File: src/fcd_pkg.sv
// Purpose: Shared constants and types for the flash command sequencer
// Assumes: 125 MHz clock, 16-bit word-addressed flash
// Notes: Strobe widths are plain defaults, tune for the part in use
package fcd_pkg;
  localparam int CLK_MHZ   = 125;
  localparam int T_WP_NS   = 35;
  localparam int T_ACC_NS  = 90;
  localparam int T_SUSP_US = 20;
  // Least times round up
  localparam int WP_CYC    = (T_WP_NS * CLK_MHZ + 999) / 1000;
  localparam int ACC_CYC   = (T_ACC_NS * CLK_MHZ + 999) / 1000;
  localparam int SUSP_CYC  = T_SUSP_US * CLK_MHZ;
  localparam int AW        = 22;
  localparam int DW        = 16;
  localparam int B_POLL    = 7;
  localparam int B_TMO     = 5;

  localparam logic [21:0] A_555 = 22'h000555;
  localparam logic [21:0] A_2AA = 22'h0002aa;
  localparam logic [21:0] A_55  = 22'h000055;
  localparam logic [21:0] A_ANY = 22'h000000;

  localparam logic [7:0] D_AA = 8'haa;
  localparam logic [7:0] D_55 = 8'h55;
  localparam logic [7:0] D_90 = 8'h90;
  localparam logic [7:0] D_A0 = 8'ha0;
  localparam logic [7:0] D_20 = 8'h20;
  localparam logic [7:0] D_80 = 8'h80;
  localparam logic [7:0] D_10 = 8'h10;
  localparam logic [7:0] D_30 = 8'h30;
  localparam logic [7:0] D_B0 = 8'hb0;
  localparam logic [7:0] D_F0 = 8'hf0;
  localparam logic [7:0] D_98 = 8'h98;
  localparam logic [7:0] D_88 = 8'h88;
  localparam logic [7:0] D_00 = 8'h00;

  typedef enum logic [3:0] {
    OP_READ       = 4'h0,
    OP_RESET      = 4'h1,
    OP_AUTOSEL    = 4'h2,
    OP_PROGRAM    = 4'h3,
    OP_BYP_ENTER  = 4'h4,
    OP_BYP_PROG   = 4'h5,
    OP_BYP_EXIT   = 4'h6,
    OP_CHIP_ERASE = 4'h7,
    OP_SECT_ERASE = 4'h8,
    OP_SECT_ADD   = 4'h9,
    OP_ERASE_WAIT = 4'ha,
    OP_SUSPEND    = 4'hb,
    OP_RESUME     = 4'hc,
    OP_CFI        = 4'hd,
    OP_SEC_ENTER  = 4'he,
    OP_SEC_EXIT   = 4'hf
  } fcd_op_e;

  typedef struct packed {
    logic [21:0] a;
    logic [15:0] d;
    logic        rd;
  } fcd_step_s;
endpackage

File: src/fcd_bus_if.sv
// Purpose: One flash bus cycle request and its answer
// Assumes: req is a one-cycle pulse, done a one-cycle pulse
// Notes: q holds the word of the last read cycle
`timescale 1ns/1ps
interface fcd_bus_if;
  logic        req;
  logic        rd;
  logic [21:0] a;
  logic [15:0] d;
  logic        done;
  logic [15:0] q;
  modport master (output req, rd, a, d, input done, q);
  modport slave  (input req, rd, a, d, output done, q);
endinterface

File: src/fcd_cycle.sv
// Purpose: Drives one read or write cycle on the flash pins
// Assumes: Flash data input synchronous to clock
// Notes: Setup, strobe, hold, release; data outlives the write strobe
`timescale 1ns/1ps
module fcd_cycle #(
  parameter int WP_CYC  = fcd_pkg::WP_CYC,
  parameter int ACC_CYC = fcd_pkg::ACC_CYC
) (
  input  logic        clock,
  input  logic        rst,
  fcd_bus_if.slave    bus,
  output logic [21:0] fl_addr,
  output logic [15:0] fl_dq_out,
  output logic        fl_dq_oe_n,
  input  logic [15:0] fl_dq_in,
  output logic        fl_ce_n,
  output logic        fl_we_n,
  output logic        fl_oe_n
);
  typedef enum logic [2:0] {
    C_IDLE  = 3'b000,
    C_SETUP = 3'b001,
    C_STRB  = 3'b010,
    C_HOLD  = 3'b011,
    C_DONE  = 3'b100
  } fcd_cst_e;

  typedef struct packed {
    fcd_cst_e    st;
    logic [7:0]  cnt;
    logic        rd;
    logic [21:0] a;
    logic [15:0] d;
    logic [15:0] q;
    logic        ce_n;
    logic        we_n;
    logic        oe_n;
    logic        dq_oe_n;
  } fcd_cyc_s;

  localparam fcd_cyc_s CYC_RST = '{st: C_IDLE, cnt: 8'h00, rd: 1'b0, a: 22'h000000,
    d: 16'h0000, q: 16'h0000, ce_n: 1'b1, we_n: 1'b1, oe_n: 1'b1, dq_oe_n: 1'b1};

  fcd_cyc_s s_r;
  fcd_cyc_s s_nxt;

  always_comb begin
    s_nxt = s_r;
    case (s_r.st)
      C_IDLE: begin
        if (bus.req) begin
          s_nxt.rd      = bus.rd;
          s_nxt.a       = bus.a;
          s_nxt.d       = bus.d;
          s_nxt.ce_n    = 1'b0;
          s_nxt.dq_oe_n = bus.rd;
          s_nxt.st      = C_SETUP;
        end
      end
      C_SETUP: begin
        // Address settles before the strobe falls
        s_nxt.we_n = s_r.rd;
        s_nxt.oe_n = !s_r.rd;
        s_nxt.cnt  = s_r.rd ? 8'(ACC_CYC - 1) : 8'(WP_CYC - 1);
        s_nxt.st   = C_STRB;
      end
      C_STRB: begin
        if (s_r.cnt == 8'h00) begin
          s_nxt.we_n = 1'b1;
          s_nxt.oe_n = 1'b1;
          s_nxt.st   = C_HOLD;
          if (s_r.rd) begin
            s_nxt.q = fl_dq_in;
          end
        end else begin
          s_nxt.cnt = s_r.cnt - 8'h01;
        end
      end
      C_HOLD: begin
        // Data held one cycle past the rising strobe
        s_nxt.ce_n    = 1'b1;
        s_nxt.dq_oe_n = 1'b1;
        s_nxt.st      = C_DONE;
      end
      C_DONE: begin
        s_nxt.st = C_IDLE;
      end
      default: begin
        s_nxt = CYC_RST;
      end
    endcase
  end

  always_ff @(posedge clock or posedge rst) begin
    if (rst) begin
      s_r <= CYC_RST;
    end else begin
      s_r <= s_nxt;
    end
  end

  assign fl_addr    = s_r.a;
  assign fl_dq_out  = s_r.d;
  assign fl_dq_oe_n = s_r.dq_oe_n;
  assign fl_ce_n    = s_r.ce_n;
  assign fl_we_n    = s_r.we_n;
  assign fl_oe_n    = s_r.oe_n;
  assign bus.done   = (s_r.st == C_DONE);
  assign bus.q      = s_r.q;

  a_addr_stable: assert property (@(posedge clock) disable iff (rst)
    !fl_we_n |-> $stable(fl_addr) && !fl_ce_n)
    else $error("address moved during write strobe");
  a_data_at_rise: assert property (@(posedge clock) disable iff (rst)
    $rose(fl_we_n) |-> !fl_dq_oe_n && $stable(fl_dq_out))
    else $error("data not held at write strobe rise");
  a_strobe_width: assert property (@(posedge clock) disable iff (rst)
    $fell(fl_we_n) |-> (!fl_we_n)[*5] ##1 fl_we_n)
    else $error("write strobe width wrong");
  a_strobe_excl: assert property (@(posedge clock) disable iff (rst)
    !(!fl_we_n && !fl_oe_n) && !(!fl_oe_n && !fl_dq_oe_n))
    else $error("bus contention on flash pins");
endmodule

File: src/fcd_host.sv
// Overview of operation
// - Single F0 write returns device to read
// - Autoselect: three writes then one read
// - Program is four writes, last starts it
// - Bypass entry, then two-write programs
// - Bypass exit: 90 then 00 anywhere
// - Erase is six writes, chip or sector
// - Poll program address until bit seven true
// - Erase polls zero until done or suspended
// - Take full data from a later read
// - Recheck bit seven after timeout flag
// - Extra sector addresses within 50 us window
// Purpose: Host controller issuing flash command sequences
// Assumes: One command at a time; cmd_op held with cmd_valid
// Notes: No poll timer; long erases poll until bit seven or the timeout flag ends them
`timescale 1ns/1ps
module fcd_host (
  input  logic              clock,
  input  logic              rst,
  input  logic              cmd_valid,
  output logic              cmd_ready,
  input  fcd_pkg::fcd_op_e  cmd_op,
  input  logic [21:0]       cmd_addr,
  input  logic [15:0]       cmd_data,
  output logic              rsp_valid,
  output logic              rsp_fail,
  output logic [15:0]       rsp_data,
  output logic [21:0]       fl_addr,
  output logic [15:0]       fl_dq_out,
  output logic              fl_dq_oe_n,
  input  logic [15:0]       fl_dq_in,
  output logic              fl_ce_n,
  output logic              fl_we_n,
  output logic              fl_oe_n,
  output logic              fl_rst_n
);
  typedef enum logic [2:0] {
    S_IDLE  = 3'b000,
    S_ISSUE = 3'b001,
    S_WAIT  = 3'b010,
    S_SUSP  = 3'b011,
    S_RESP  = 3'b100
  } fcd_hst_e;

  typedef enum logic [2:0] {
    PH_SEQ   = 3'b000,
    PH_POLL  = 3'b001,
    PH_RECHK = 3'b010,
    PH_FINAL = 3'b011,
    PH_ABORT = 3'b100
  } fcd_ph_e;

  typedef struct packed {
    fcd_hst_e         st;
    fcd_pkg::fcd_op_e op;
    fcd_ph_e          ph;
    logic [2:0]       idx;
    logic [21:0]      addr;
    logic [15:0]      data;
    logic [11:0]      tmr;
    logic             req;
    logic             req_rd;
    logic [21:0]      req_a;
    logic [15:0]      req_d;
    logic [15:0]      rsp_d;
    logic             fail;
    logic             frst_n;
  } fcd_host_s;

  fcd_host_s          s_r;
  fcd_host_s          s_nxt;
  fcd_pkg::fcd_step_s stp;
  logic               expect_bit;
  logic               hit;

  fcd_bus_if bus ();

  fcd_cycle u_cycle (
    .clock      (clock),
    .rst        (rst),
    .bus        (bus),
    .fl_addr    (fl_addr),
    .fl_dq_out  (fl_dq_out),
    .fl_dq_oe_n (fl_dq_oe_n),
    .fl_dq_in   (fl_dq_in),
    .fl_ce_n    (fl_ce_n),
    .fl_we_n    (fl_we_n),
    .fl_oe_n    (fl_oe_n)
  );

  // Upper byte always driven zero on command writes
  function automatic fcd_pkg::fcd_step_s wr(input logic [21:0] a, input logic [7:0] d);
    wr = '{a: a, d: {8'h00, d}, rd: 1'b0};
  endfunction

  // Second unlock cycle when sec is set
  function automatic fcd_pkg::fcd_step_s unl(input logic sec);
    unl = sec ? wr(fcd_pkg::A_2AA, fcd_pkg::D_55) : wr(fcd_pkg::A_555, fcd_pkg::D_AA);
  endfunction

  function automatic logic [2:0] len_of(input fcd_pkg::fcd_op_e op);
    case (op)
      fcd_pkg::OP_AUTOSEL,
      fcd_pkg::OP_PROGRAM,
      fcd_pkg::OP_SEC_EXIT:    len_of = 3'h3;
      fcd_pkg::OP_BYP_ENTER,
      fcd_pkg::OP_SEC_ENTER:   len_of = 3'h2;
      fcd_pkg::OP_BYP_PROG,
      fcd_pkg::OP_BYP_EXIT:    len_of = 3'h1;
      fcd_pkg::OP_CHIP_ERASE,
      fcd_pkg::OP_SECT_ERASE:  len_of = 3'h5;
      default:                 len_of = 3'h0;
    endcase
  endfunction

  function automatic fcd_pkg::fcd_step_s step_of(input fcd_pkg::fcd_op_e op,
      input logic [2:0] i, input logic [21:0] a, input logic [15:0] d);
    step_of = (i >= 3'h3) ? unl(i == 3'h4) : unl(i == 3'h1);
    case (op)
      fcd_pkg::OP_READ: step_of = '{a: a, d: 16'h0000, rd: 1'b1};
      fcd_pkg::OP_RESET: step_of = wr(fcd_pkg::A_ANY, fcd_pkg::D_F0);
      fcd_pkg::OP_AUTOSEL: begin
        // Caller's address carries offset and sector bits
        if (i == 3'h3) step_of = '{a: a, d: 16'h0000, rd: 1'b1};
        else if (i == 3'h2) step_of = wr(fcd_pkg::A_555, fcd_pkg::D_90);
      end
      fcd_pkg::OP_PROGRAM: begin
        if (i == 3'h3) step_of = '{a: a, d: d, rd: 1'b0};
        else if (i == 3'h2) step_of = wr(fcd_pkg::A_555, fcd_pkg::D_A0);
      end
      fcd_pkg::OP_BYP_ENTER: begin
        if (i == 3'h2) step_of = wr(fcd_pkg::A_555, fcd_pkg::D_20);
      end
      fcd_pkg::OP_BYP_PROG: begin
        if (i == 3'h0) step_of = wr(fcd_pkg::A_ANY, fcd_pkg::D_A0);
        else step_of = '{a: a, d: d, rd: 1'b0};
      end
      fcd_pkg::OP_BYP_EXIT: begin
        step_of = wr(fcd_pkg::A_ANY, (i == 3'h0) ? fcd_pkg::D_90 : fcd_pkg::D_00);
      end
      fcd_pkg::OP_CHIP_ERASE, fcd_pkg::OP_SECT_ERASE: begin
        if (i == 3'h2) step_of = wr(fcd_pkg::A_555, fcd_pkg::D_80);
        else if (i == 3'h5 && op == fcd_pkg::OP_CHIP_ERASE)
          step_of = wr(fcd_pkg::A_555, fcd_pkg::D_10);
        else if (i == 3'h5) step_of = wr(a, fcd_pkg::D_30);
      end
      // Another sector inside the open erase window
      fcd_pkg::OP_SECT_ADD: step_of = wr(a, fcd_pkg::D_30);
      fcd_pkg::OP_SUSPEND: step_of = wr(a, fcd_pkg::D_B0);
      fcd_pkg::OP_RESUME: step_of = wr(a, fcd_pkg::D_30);
      fcd_pkg::OP_CFI: step_of = wr(fcd_pkg::A_55, fcd_pkg::D_98);
      fcd_pkg::OP_SEC_ENTER: begin
        if (i == 3'h2) step_of = wr(fcd_pkg::A_555, fcd_pkg::D_88);
      end
      fcd_pkg::OP_SEC_EXIT: begin
        if (i == 3'h2) step_of = wr(fcd_pkg::A_555, fcd_pkg::D_90);
        else if (i == 3'h3) step_of = wr(fcd_pkg::A_ANY, fcd_pkg::D_00);
      end
      default: step_of = wr(fcd_pkg::A_ANY, fcd_pkg::D_F0);
    endcase
  endfunction

  function automatic logic is_poll(input fcd_pkg::fcd_op_e op);
    is_poll = (op == fcd_pkg::OP_PROGRAM) || (op == fcd_pkg::OP_BYP_PROG) ||
              (op == fcd_pkg::OP_CHIP_ERASE) || (op == fcd_pkg::OP_ERASE_WAIT);
  endfunction

  // Program polls for the true bit seven, erase for a one
  assign expect_bit = (s_r.op == fcd_pkg::OP_PROGRAM || s_r.op == fcd_pkg::OP_BYP_PROG) ?
                      s_r.data[fcd_pkg::B_POLL] : 1'b1;
  assign hit        = (bus.q[fcd_pkg::B_POLL] == expect_bit);
  assign stp        = step_of(s_r.op, s_r.idx, s_r.addr, s_r.data);

  always_comb begin
    s_nxt        = s_r;
    s_nxt.req    = 1'b0;
    s_nxt.frst_n = 1'b1;
    case (s_r.st)
      S_IDLE: begin
        if (cmd_valid) begin
          s_nxt.op   = cmd_op;
          s_nxt.addr = cmd_addr;
          s_nxt.data = cmd_data;
          s_nxt.idx  = 3'h0;
          s_nxt.fail = 1'b0;
          s_nxt.ph   = (cmd_op == fcd_pkg::OP_ERASE_WAIT) ? PH_POLL : PH_SEQ;
          s_nxt.st   = S_ISSUE;
        end
      end
      S_ISSUE: begin
        s_nxt.req = 1'b1;
        s_nxt.st  = S_WAIT;
        case (s_r.ph)
          PH_SEQ: begin
            s_nxt.req_a  = stp.a;
            s_nxt.req_d  = stp.d;
            s_nxt.req_rd = stp.rd;
          end
          PH_ABORT: begin
            s_nxt.req_a  = fcd_pkg::A_ANY;
            s_nxt.req_d  = {8'h00, fcd_pkg::D_F0};
            s_nxt.req_rd = 1'b0;
          end
          default: begin
            // Status only valid at the program or erasing address
            s_nxt.req_a  = s_r.addr;
            s_nxt.req_d  = 16'h0000;
            s_nxt.req_rd = 1'b1;
          end
        endcase
      end
      S_WAIT: begin
        if (bus.done) begin
          s_nxt.st = S_ISSUE;
          case (s_r.ph)
            PH_SEQ: begin
              if (s_r.idx != len_of(s_r.op)) begin
                s_nxt.idx = s_r.idx + 3'h1;
              end else if (is_poll(s_r.op)) begin
                s_nxt.ph = PH_POLL;
              end else if (s_r.op == fcd_pkg::OP_SUSPEND) begin
                s_nxt.tmr = 12'(fcd_pkg::SUSP_CYC);
                s_nxt.st  = S_SUSP;
              end else begin
                s_nxt.rsp_d = bus.q;
                s_nxt.st    = S_RESP;
              end
            end
            PH_POLL: begin
              // Protected targets finish early; toggle bit unused
              if (hit) begin
                s_nxt.ph = PH_FINAL;
              end else if (bus.q[fcd_pkg::B_TMO]) begin
                s_nxt.ph = PH_RECHK;
              end
            end
            PH_RECHK: begin
              if (hit) begin
                s_nxt.ph = PH_FINAL;
              end else begin
                s_nxt.ph   = PH_ABORT;
                s_nxt.fail = 1'b1;
              end
            end
            PH_FINAL: begin
              // Low bits may lag bit seven, so this read is the data
              s_nxt.rsp_d = bus.q;
              s_nxt.st    = S_RESP;
            end
            default: begin
              s_nxt.st = S_RESP;
            end
          endcase
        end
      end
      S_SUSP: begin
        if (s_r.tmr <= 12'h001) begin
          s_nxt.st = S_RESP;
        end else begin
          s_nxt.tmr = s_r.tmr - 12'h001;
        end
      end
      S_RESP: begin
        s_nxt.st = S_IDLE;
      end
      default: begin
        s_nxt.st = S_IDLE;
      end
    endcase
  end

  always_ff @(posedge clock or posedge rst) begin
    if (rst) begin
      s_r <= '0;
    end else begin
      s_r <= s_nxt;
    end
  end

  assign bus.req   = s_r.req;
  assign bus.rd    = s_r.req_rd;
  assign bus.a     = s_r.req_a;
  assign bus.d     = s_r.req_d;
  assign cmd_ready = (s_r.st == S_IDLE);
  assign rsp_valid = (s_r.st == S_RESP);
  assign rsp_fail  = s_r.fail;
  assign rsp_data  = s_r.rsp_d;
  assign fl_rst_n  = s_r.frst_n;

  a_prog_unlock: assert property (@(posedge clock) disable iff (rst)
    s_r.st == S_ISSUE && s_r.ph == PH_SEQ && s_r.idx == 3'h0 &&
    s_r.op == fcd_pkg::OP_PROGRAM |=> bus.req && bus.a == 22'h000555 && bus.d == 16'h00aa)
    else $error("program does not open with unlock");
  a_prog_word: assert property (@(posedge clock) disable iff (rst)
    s_r.st == S_ISSUE && s_r.ph == PH_SEQ && s_r.idx == 3'h3 &&
    s_r.op == fcd_pkg::OP_PROGRAM |=> bus.a == s_r.addr && bus.d == s_r.data && !bus.rd)
    else $error("program word cycle wrong");
  a_reset_word: assert property (@(posedge clock) disable iff (rst)
    s_r.st == S_ISSUE && s_r.ph == PH_SEQ && s_r.op == fcd_pkg::OP_RESET
    |=> bus.req && bus.d[7:0] == 8'hf0 && !bus.rd)
    else $error("reset command not F0");
  a_poll_addr: assert property (@(posedge clock) disable iff (rst)
    s_r.st == S_ISSUE && s_r.ph inside {PH_POLL, PH_RECHK, PH_FINAL}
    |=> bus.req && bus.rd && bus.a == $past(s_r.addr))
    else $error("poll read off target address");
  a_final_reread: assert property (@(posedge clock) disable iff (rst)
    s_r.st == S_WAIT && bus.done && s_r.ph == PH_POLL && hit
    |=> s_r.ph == PH_FINAL ##1 bus.req && bus.rd ##[2:40] rsp_valid)
    else $error("no confirming read after poll hit");
  a_tmo_recheck: assert property (@(posedge clock) disable iff (rst)
    s_r.st == S_WAIT && bus.done && s_r.ph == PH_POLL && !hit && bus.q[5]
    |=> s_r.ph == PH_RECHK ##1 bus.req && bus.rd)
    else $error("bit seven not rechecked after timeout flag");
  a_fail_abort: assert property (@(posedge clock) disable iff (rst)
    s_r.st == S_WAIT && bus.done && s_r.ph == PH_RECHK && !hit
    |=> ##1 bus.req && bus.d[7:0] == 8'hf0 ##[2:40] (rsp_valid && rsp_fail))
    else $error("failed operation not ended by reset");
  a_byp_first: assert property (@(posedge clock) disable iff (rst)
    s_r.st == S_ISSUE && s_r.ph == PH_SEQ && s_r.idx == 3'h0 &&
    s_r.op == fcd_pkg::OP_BYP_PROG |=> bus.d[7:0] == 8'ha0 ##[2:40] bus.req && bus.a == s_r.addr)
    else $error("bypass program cycles wrong");
  a_susp_hold: assert property (@(posedge clock) disable iff (rst)
    $rose(s_r.st == S_SUSP) |-> !rsp_valid[*8] ##1 s_r.tmr > 12'h9b0)
    else $error("suspend wait cut short");

  c_prog_done: cover property (@(posedge clock) disable iff (rst)
    rsp_valid && !rsp_fail && s_r.op == fcd_pkg::OP_PROGRAM);
  c_fail: cover property (@(posedge clock) disable iff (rst) rsp_valid && rsp_fail);
  c_autosel: cover property (@(posedge clock) disable iff (rst)
    rsp_valid && s_r.op == fcd_pkg::OP_AUTOSEL);
  c_suspend: cover property (@(posedge clock) disable iff (rst)
    rsp_valid && s_r.op == fcd_pkg::OP_SUSPEND);
endmodule

File: config.mk
export PLATFORM = sky130hd
export DESIGN_NAME = fcd_host
export DESIGN_NICKNAME = d
export VERILOG_FILES = /design/src/fcd_pkg.sv /design/src/fcd_bus_if.sv /design/src/fcd_cycle.sv /design/src/fcd_host.sv
export SDC_FILE = /design/constraint.sdc
export NUM_CORES = 1
export LEC_CHECK = 0
export ABC_AREA = 1
export BUFFER_PORTS_ARGS = -buffer_cell sky130_fd_sc_hd__buf_4
export CAP_MARGIN = 15
export CELL_PAD_IN_SITES_DETAIL_PLACEMENT = 0
export CELL_PAD_IN_SITES_GLOBAL_PLACEMENT = 1
export CORE_ASPECT_RATIO = 1.25
export CORE_MARGIN = 5
export CORE_UTILIZATION = 43
export CTS_CLUSTER_SIZE = 20
export DETAILED_ROUTE_END_ITERATION = 16
export GPL_TIMING_DRIVEN = 1
export PLACE_DENSITY_LB_ADDON = 0.2
export SETUP_SLACK_MARGIN = 0.5
export SLEW_MARGIN = 10
export SYNTH_ARGS = -nofsm -noshare
export SYNTH_HDL_FRONTEND = slang
export SYNTH_SLANG_ARGS = --single-unit
File: constraint.sdc
create_clock -name clock -period 7.7 [get_ports clock]
set_clock_uncertainty 0.2 [all_clocks]
set_input_delay 0.385 -clock clock [delete_from_list [all_inputs] [get_ports clock]]
set_output_delay 0.385 -clock clock [all_outputs]
set_load 0.01 [all_outputs]
After elaboration in Yosys (flattened, before gate mapping):

Memories as Yosys holds them, arrays and structs flattened.
Cells that the tools add are included.

* register bits after elaboration: 191
* ROM bits: 48
* output and inout bits: 62
* input bits: 61
* memories: 1

* add/sub/neg operators: 3
* muxes and demuxes: 75
* bitwise gates (word level): 4
* $lt $le $gt $ge: 2
* equal/unequal tests: 56
* reductions and logical operators: 34

Memories
* (name not given): words 16, width 3, rd ports 1, clocked after Yosys merged registers in 0, wr ports 0, RTL line fcd_host.sv:102 `case (op)`

Operators with widths (number)
* $pmux 39 s12: 1
* $mux 39: 7
* $mux 28: 9
* $pmux 39 s2: 2
* $mux 16: 5
* $mux 12: 6
* $pmux 16 s2: 2
* $mux 3: 17
* $mux 51: 1
* $mux 40: 1
* $eq 4x4->1 const B: 9
* $ne 2x2->1 const B: 14
* $eq 3x2->1 const B: 8
* $pmux 12 s2: 1
* $pmux 3 s4: 2
* $pmux 8 s3: 1
* $eq 4x3->1 const B: 4
* $mux 8: 2
* $eq 3x3->1 const B: 5
* $reduce_and 7->1: 2
* $eq 3x1->1 const B: 4
* $le 12x1->1 const B: 1
* $logic_not 3->1: 4
* $pmux 6 s2: 1
* 33 further kinds: 65

Longest topological paths before layout:

Gate-level depths: netlist (run 1).

* depth in word-level cells: 9
* depth in mapped cells: 14
* depth with buffers taken out: 14

Modules after synthesis:

Synthesis (run 1) repeated with hierarchy kept, for this count alone.

* cells, all modules: 1336
* area total of the unflattened synthesis: 10312.4 µm²

Modules (own cells, without submodules)
* fcd_host: area an instance 6744.0 µm², instances 1, cells each 924, sequential area each 3027.9 µm²
* fcd_cycle: area an instance 3568.4 µm², instances 1, cells each 412, sequential area each 1756.7 µm²

Worst setup path before layout (run 1):

Ideal clock, no wire load.

* kind: flip-flop to flip-flop
* start: reg s_r[108] in the netlist's numbering
* end: reg s_r (netlist bit bus.a[11])
* buffers on the path: 2
* stages on the path, launching flop included: 13
* arrival: 1.870 ns
* setup time: 0.118 ns
* path slack: 5.512 ns
* data required time: 7.382 ns
* cells stage by stage: dfrtp_1 -> ha_1 -> ha_1 -> inv_1 -> clkbuf_1 -> o21ai_2 -> nor2_1 -> nand3_1 -> nand2_1 -> nand2_1 -> buf_4 -> nand3_1 -> nand2_1

* cells in the longest elaborated chain, start to end: 6
* elaborated cells between the ends (all ways): 13
* those cells by class: eq/ne (3); mux (8); reduce/logical (2)

Ends and longest elaborated chain
* start: declaration: RTL line fcd_host.sv:70 `fcd_host_s s_r;`
* start signal: assignment: RTL line fcd_host.sv:276 `s_r <= s_nxt;`
* $eq 3x3->1: RTL line fcd_host.sv:143, fcd_host.sv:145
* $mux 39 or $logic_and 1x1->1 (tied branches): RTL line fcd_host.sv:145, fcd_host.sv:143
* $mux 39: RTL line fcd_host.sv:143 `else if (i == 3'h5 && op == fcd_pkg::OP_CHIP_ERASE)`
* $mux 39: RTL line fcd_host.sv:142 `if (i == 3'h2) step_of = wr(fcd_pkg::A_555, fcd_pkg::D_80);`
* $pmux 39 s12 (*): RTL line fcd_host.sv:119 `case (op)`
* $pmux 39 s2 (*): RTL line fcd_host.sv:193 `case (s_r.ph)`

Every way passes the cells marked *; elsewhere a longest branch is shown, timed or not.
A chain may end at the register's enable or synchronous reset.

Final worst setup path (run 1):

* start: reg s_r[108] in the netlist's numbering
* end: reg s_r (netlist bit bus.d[6])

* cells in the longest elaborated chain, start to end: 8
* elaborated cells between the ends (all ways): 25
* those cells by class: order compare (1); eq/ne (5); mux (17); reduce/logical (2)

Ends and longest elaborated chain (RTL line)
* branches (longest 6 deep; another with $ge 3x2->1)
* $pmux 39 s12 (*): fcd_host.sv:119
* $pmux 39 s2 (*): fcd_host.sv:193

Every way passes the cells marked *.

==> results of run 1 <==
==> path summary, 6_finish.rpt <==
path	start	to	slack (ns)	depth (start not counted)
min in group asynchronous	rst	s_r[66]	0.47	3
max in group asynchronous	rst	bus.a[1]	5.36	4
hold / removal	cmd_op[0]	s_r[114]	0.01	3
setup reg to reg	s_r[108]	bus.d[6]	4.69	11
setup / recovery	s_r[108]	bus.d[6]	4.69	11
hold reg to reg	rsp_data[1]	rsp_data[1]	0.27	2
==> cells in the final DEF, fill, tap and decap left out, types with 9 or more instances in the layout <==
cell type        n
ha_1             9
dlygate4sd3_1   54
or2_2           17
dfrtp_1        187
buf_4          131
o211ai_1         9
o21ai_1         14
clkbuf_16       17
xor2_1           9
inv_1           72
nand2_1        399
nand3_1        137
nand4_1         15
nor2_1          80
o21ai_0        125
nor3_1          10
nor2_2           9
a21oi_1         28
==> state kept, by name, summed over array words and instances (netlist names), 12 cells and up <==
register / cells
s_r: 63
bus.a: 22
u_cycle.fl_addr: 22
bus.d: 16
rsp_data: 16
u_cycle.bus.q: 16
u_cycle.fl_dq_out: 16
u_cycle.s_r: 12
==> through the flow <==
step	hold slack (ns)	instance area [um2]	std cells
after floorplan	0.2422	9930	1278
after global placement	0.2553	10640	1590
after detailed placement	0.2605	10640	1590
after CTS	0.001830	11740	1675
after global routing	0.01329	11760	1677
final	0.01403	11760	1677
==> power by group through the flow <==
stage               clock, mW  sequential (mW)  combinational, mW
floorplan                   0             1.59               1.81
global placement            0             1.69               2.32
detailed placement          0             1.69               2.34
CTS                     0.872             1.68               2.38
global route            0.909             1.73               2.71
finish                  0.851             1.68               2.36
==> kinds of logic (layout without fill, tap and decap cells) <==
logic type	Yosys count	in the layout	synth area share
simple gates	683	683	0.2946
compound gates	195	195	0.1065
flops	191	191	0.4819
buf+inv	189	300	0.09652
xor+xnor	10	10	0.008821
fa+ha+maj	9	9	0.01134
other cells	1	1	0.0003777
==> area by class of cell <==
type	instances	area [um2]	area share
Clock buffer	18	439.2	0.03734
Clock inverter	13	121.4	0.01032
Inverter	83	319.1	0.02713
Multi-Input combinational cell	898	4197	0.3568
Sequential cell	191	4785	0.4069
Tap cell	288	360.3	0.03064
Timing Repair Buffer	186	1539	0.1309
==> layer usage <==
| layer | GRT usage | vias up | share of wire |
|---|---|---|---|
| li1 | - | 4304 | - |
| met1 | 0.2811 | 4071 | 0.47 |
| met2 | 0.3377 | 177 | 0.47 |
| met3 | 0.03526 | 28 | 0.041 |
| met4 | 0.06081 | 0 | 0.020 |
| met5 | 0 | - | 0 |
==> worst min-delay path: stages <==
cell and delay (ns):
buf_4 0.09, nand2_1 0.06, o21ai_0 0.07
==> what timing repair did <==
item                                   in CTS  in global routing
hold buffers                               54                  0
endpoints found under the hold margin     165                  0
setup endpoints to repair                   0                  0
==> impl_metrics.env, run 1 <==
export IMPL_min_period_ns=3.013
export IMPL_synthFlopType="dfrtp_1"
export IMPL_antenna_cells=0
export IMPL_cts_root_buf="clkbuf_16"
export IMPL_drive_gt1_frac=0.1541
export IMPL_first_pass_iters=5
export IMPL_worstSkewPairLatency_ns=0.43
export IMPL_start_util=0.4339
export IMPL_synth_nets=1348
export IMPL_tritoncts="yes"
export IMPL_htreeDepth=4
export IMPL_switching_share=0.4697
export IMPL_crit_family="simple AND/OR/NAND/NOR gates"
export IMPL_vdd_drop_max_mv=0.2049
export IMPL_synth_edf_count=0
export IMPL_wl_um=26450
export IMPL_endpoint_kind="flip-flop"
export IMPL_vias=8580
export IMPL_worst_pin_slew_ns=0.9373
export IMPL_core_area_um2=22880
export IMPL_ys_types=42
export IMPL_place_hpwl_um=18400
export IMPL_synth_async_reset_ratio=1.000
export IMPL_yosysSeqAreaShare=0.4819
export IMPL_grt_overflow=0
export IMPL_rsz0062_at_grt="false"
export IMPL_yosys_warnings=0
export IMPL_worstPathCellList="ha_1 -> ha_1 -> inv_1 -> nand2_1 -> nand2_1 -> o21ai_0 -> nand2_1 -> nor2_1 -> nand3_1 -> nand2_1 -> nand2_1"
export IMPL_numCtsBuffers=17
export IMPL_nFillCells=2279
export IMPL_die_h_um=179.9
export IMPL_synth_area_per_cell_um2=7.770
export IMPL_p_switching_mw=2.296
export IMPL_place_gp_congestion=0.9114
export IMPL_dieArea_um2=26250
export IMPL_synthTopCellsByArea="dfrtp_1 47%, nand2_1 15%, nand3_1 6.9%"
export IMPL_syn_to_final_growth_pct=18.43
export IMPL_max_cap_violations=0
export IMPL_p_comb_frac=0.482
export IMPL_critPathKind="flip-flop to flip-flop"
export IMPL_synth_area_um2=9930
export IMPL_crit_path_start_kind="flip-flop"
export IMPL_power_density_nw_per_um2=415.8
export IMPL_final_max_slew_violation_count=0
export IMPL_total_leakage_power_nw=6.102
export IMPL_grt_max_degree=118
export IMPL_grt_pass1_vias=8777
export IMPL_cts_sinks=191
export IMPL_max_freq_ghz=0.3319
export IMPL_yosys_area_top_type="dfrtp_1"
export IMPL_seqPwrFrac=0.344
export IMPL_io_pins=123
export IMPL_rows=62
export IMPL_setup_viol=0
export IMPL_tns_ns=0
export IMPL_cp_data_arrival_time_ns=3.13
export IMPL_synth_top_area_share=0.4713
export IMPL_hold_viol_final=0
export IMPL_clock_path_buffers=2
export IMPL_path_clk_slew_ns=0.07
export IMPL_antenna_found_initial=0
export IMPL_wl_per_cell_um=15.77
export IMPL_power_clock_fraction=0.174
export IMPL_min_path_type="input pin to flip-flop"
export IMPL_port_buffers=122
export IMPL_slew_limit_headroom=0.3751
export IMPL_outcome="finished, final reports clean"
export IMPL_viasPerCell=5.116
export IMPL_critical_path_required_ns=7.81
export IMPL_fin_total_pwr_mw=4.890
export IMPL_layout_nets=1447
export IMPL_dr_first_iter_drc_count=418
export IMPL_yosysMostFrequentCell="nand2_1"
export IMPL_ys_ff_latch=191
export IMPL_period_share=0.3913
export IMPL_critical_path_buf_inv_count=1
export IMPL_power_internal_mw=2.593
export IMPL_postCtsSetupBuffers=0
export IMPL_fp_dieW_um=145.9
export IMPL_ant_nets=0
export IMPL_slowest_stage="o21ai_0"
export IMPL_post_route_worst_setup_slack_ns=4.687
export IMPL_dp_slack_ns=4.706
export IMPL_final_util=0.5139
export IMPL_drcViolationCount=0
export IMPL_grt_pass1_wl_um=44520
export IMPL_path_max_fanout=20
export IMPL_synth_top_cells_by_count="399 x nand2_1, 187 x dfrtp_1, 137 x nand3_1, 125 x o21ai_0, 82 x nor2_1"
export IMPL_grt_use_total=0.2059
export IMPL_cts_repair_resized=0
export IMPL_syn_instance_count=1278
export IMPL_crit_path_max_incr_delay_ns=0.68
export IMPL_crit_top_cell="nand2_1"
Power figures use the tool's default switching activity.
==> run 2: changes to the inputs <==
- ABC_AREA: 1 -> 0
- CORE_UTILIZATION: 43 -> 41
- clock period: 7.7 -> 2.53 ns (I/O delays scaled with it)
==> impl_metrics.env, run 2 <==
export IMPL_outcome="finished, final reports clean"
export IMPL_synth_area_per_cell_um2=9.487
export IMPL_die_h_um=183.2
export IMPL_synth_edf_count=0
export IMPL_drcViolationCount=0
export IMPL_start_util=0.4146
export IMPL_worstSkewPairLatency_ns=0.44
export IMPL_io_pins=123
export IMPL_total_leakage_power_nw=6.448
export IMPL_wl_met2_um=14760
export IMPL_hold_viol_final=0
export IMPL_largest_reg_flops=63
export IMPL_grt_pass1_wl_um=46190
export IMPL_synthTopCellsByArea="dfrtp_1 48%, nand2_1 7.2%, mux2_2 5.3%"
export IMPL_synth_async_reset_ratio=1.000
export IMPL_path_max_fanout=4
export IMPL_post_route_worst_setup_slack_ns=0.07519
export IMPL_synth_top_area_share=0.4756
export IMPL_cts_root_buf="clkbuf_16"
export IMPL_yosys_area_top_type="dfrtp_1"
export IMPL_max_cap_violations=0
export IMPL_path_clk_slew_ns=0.08
export IMPL_min_period_ns=2.455
export IMPL_mostFrequentLayoutCells="241 x buf_4, 180 x nand2_1, 180 x dfrtp_1, 59 x o21ai_0, 59 x dlygate4sd3_1"
export IMPL_synth_area_um2=9838
export IMPL_final_util=0.6067
export IMPL_htreeDepth=4
export IMPL_rows=63
export IMPL_dieArea_um2=27210
export IMPL_grt_use_total=0.2113
export IMPL_critPathKind="flip-flop to flip-flop"
export IMPL_antenna_found_initial=0
export IMPL_rsz0062_at_grt="true"
export IMPL_worst_pin_slew_ns=0.5318
export IMPL_ys_types=81
export IMPL_wl_met1_um=12390
export IMPL_place_inst=1453
export IMPL_max_flop_register="s_r"
export IMPL_vias=8696
export IMPL_layout_nets=1366
export IMPL_syn_instance_count=1037
export IMPL_layout_commonest_cell="buf_4"
export IMPL_top_layer="met4"
export IMPL_period_share=0.9703
export IMPL_final_max_slew_violation_count=0
export IMPL_endpoint_kind="flip-flop"
export IMPL_critical_path_required_ns=2.66
export IMPL_yosysSeqAreaShare=0.4863
export IMPL_crit_path_start_kind="flip-flop"
export IMPL_synth_top_cells_by_count="189 x nand2_1, 187 x dfrtp_1, 86 x o21ai_0, 64 x nor2_1, 54 x buf_4"
export IMPL_first_pass_iters=5
export IMPL_slew_limit_headroom=0.6441
export IMPL_synthFlopType="dfrtp_1"
export IMPL_dp_slack_ns=0.03818
export IMPL_max_freq_ghz=0.4074
export IMPL_final_cells=1632
export IMPL_min_path_type="input pin to asynchronous set/reset pin"
export IMPL_clock_path_buffers=2
export IMPL_grt_max_degree=79
export IMPL_wl_um=29190
export IMPL_drive_gt1_frac=0.4200
export IMPL_power_density_nw_per_um2=1278
export IMPL_yosys_warnings=0
export IMPL_core_area_um2=23730
export IMPL_ant_nets=0
export IMPL_yosysMostFrequentCell="nand2_1"
export IMPL_fin_total_pwr_mw=18.40
export IMPL_syn_to_final_growth_pct=46.31
export IMPL_vdd_drop_max_mv=0.7916
export IMPL_numCtsBuffers=17
export IMPL_cp_data_arrival_time_ns=2.59
export IMPL_ys_ff_latch=191
export IMPL_met3_length_um=1192
export IMPL_setup_viol=0
export IMPL_wl_per_cell_um=17.89
export IMPL_port_buffers=122
export IMPL_grt_overflow=0
export IMPL_viasPerCell=5.328
export IMPL_place_gp_congestion=0.9116
export IMPL_dr_first_iter_drc_count=349
export IMPL_grt_pass1_vias=8706
export IMPL_cts_sinks=191
export IMPL_fp_dieW_um=148.6
export IMPL_synth_nets=1107
export IMPL_tritoncts="yes"
export IMPL_antenna_cells=0
export IMPL_place_hpwl_um=18650
[run 2: changes by cell type after synthesis, sizes merged, moves of 16 or more]
cell,delta
nand2,-212
nand3,-113
inv,-65
mux2,+57
o21ai,-53
nor2,-28
clkbuf,+24
buf,-16
[run 2: critical path, stage by stage, from the launching register on]
cell,delay (ns)
dfrtp_2,0.44
or4b_4,0.54
o21a_4,0.14
a221o_1,0.34
a21o_1,0.23
a21boi_4,0.17
mux2_4,0.31
[run 2: cell type report]
cell class	instances	area, um2
fill	2038	9333
multi-input combinational	715	5343
sequential	191	4793
timing repair buffer	353	3154
clock buffer	19	442.9
tap	325	406.6
clock inverter	11	157.7
inverter	18	96.34
[run 2: where the power goes]
| part | switching (mW) | internal [mW] | total, mW |
|---|---|---|---|
| clock | 1.23 | 1.59 | 2.82 |
| combinational | 5.26 | 5.01 | 10.3 |
| sequential | 0.976 | 4.33 | 5.31 |
[run 2: layer usage]
layer | track usage | up-vias
met5 | 0 | -
met1 | 0.2706 | 4296
met2 | 0.3608 | 211
met4 | 0.07468 | 0
li1 | - | 4135
met3 | 0.03732 | 54
[run 2: repair_timing]
action,in CTS,in global routing
buffers inserted,56,29
setup endpoints to repair,93,137
gates resized for setup,132,71
pin swaps,44,44
hold buffers,59,0
hold endpoints to repair,246,0
cloned,2,3
[run 2: per-stage QoR]
stage / hold WS, ns / instance area, um2 / TNS [ns]
6_report: 0.06802 / 14390 / 0
5_1_grt: 0.1108 / 14390 / 0
4_1_cts: 0.06523 / 13780 / 0
3_5_place_dp: -0.02057 / 11560 / 0
3_3_place_gp: -0.02197 / 11560 / 0
2_1_floorplan: 0.04334 / 10250 / -47.83
[run 2: final timing paths]
kind                                   start  cells after the start               endpoint  slack (ns)
max                                 s_r[115]                      6                s_r[59]        0.08
min                                      rst                      3  u_cycle.fl_dq_out[14]        0.07
max reg2reg                         s_r[115]                      6                s_r[59]        0.08
min reg2reg                u_cycle.bus.q[12]                      2      u_cycle.bus.q[12]        0.27
max in group asynchronous                rst                      4               s_r[109]        1.29
min in group clock                 cmd_valid                      4               rsp_fail        0.13
[run 2: logic make-up (layout without fill, tap and decap cells)]
kind of cell	Yosys count	after routing	share of synthesized area
XOR/XNOR	9	9	0.008013
AND/OR/NAND/NOR	375	376	0.1722
flip-flops	191	191	0.4863
AO/OA/AOI/OAI	260	260	0.1769
other	1	1	0.0003812
multiplexers	60	60	0.07211
buffers and inverters	132	401	0.07262
adder cells (fa/ha/maj)	9	9	0.01145
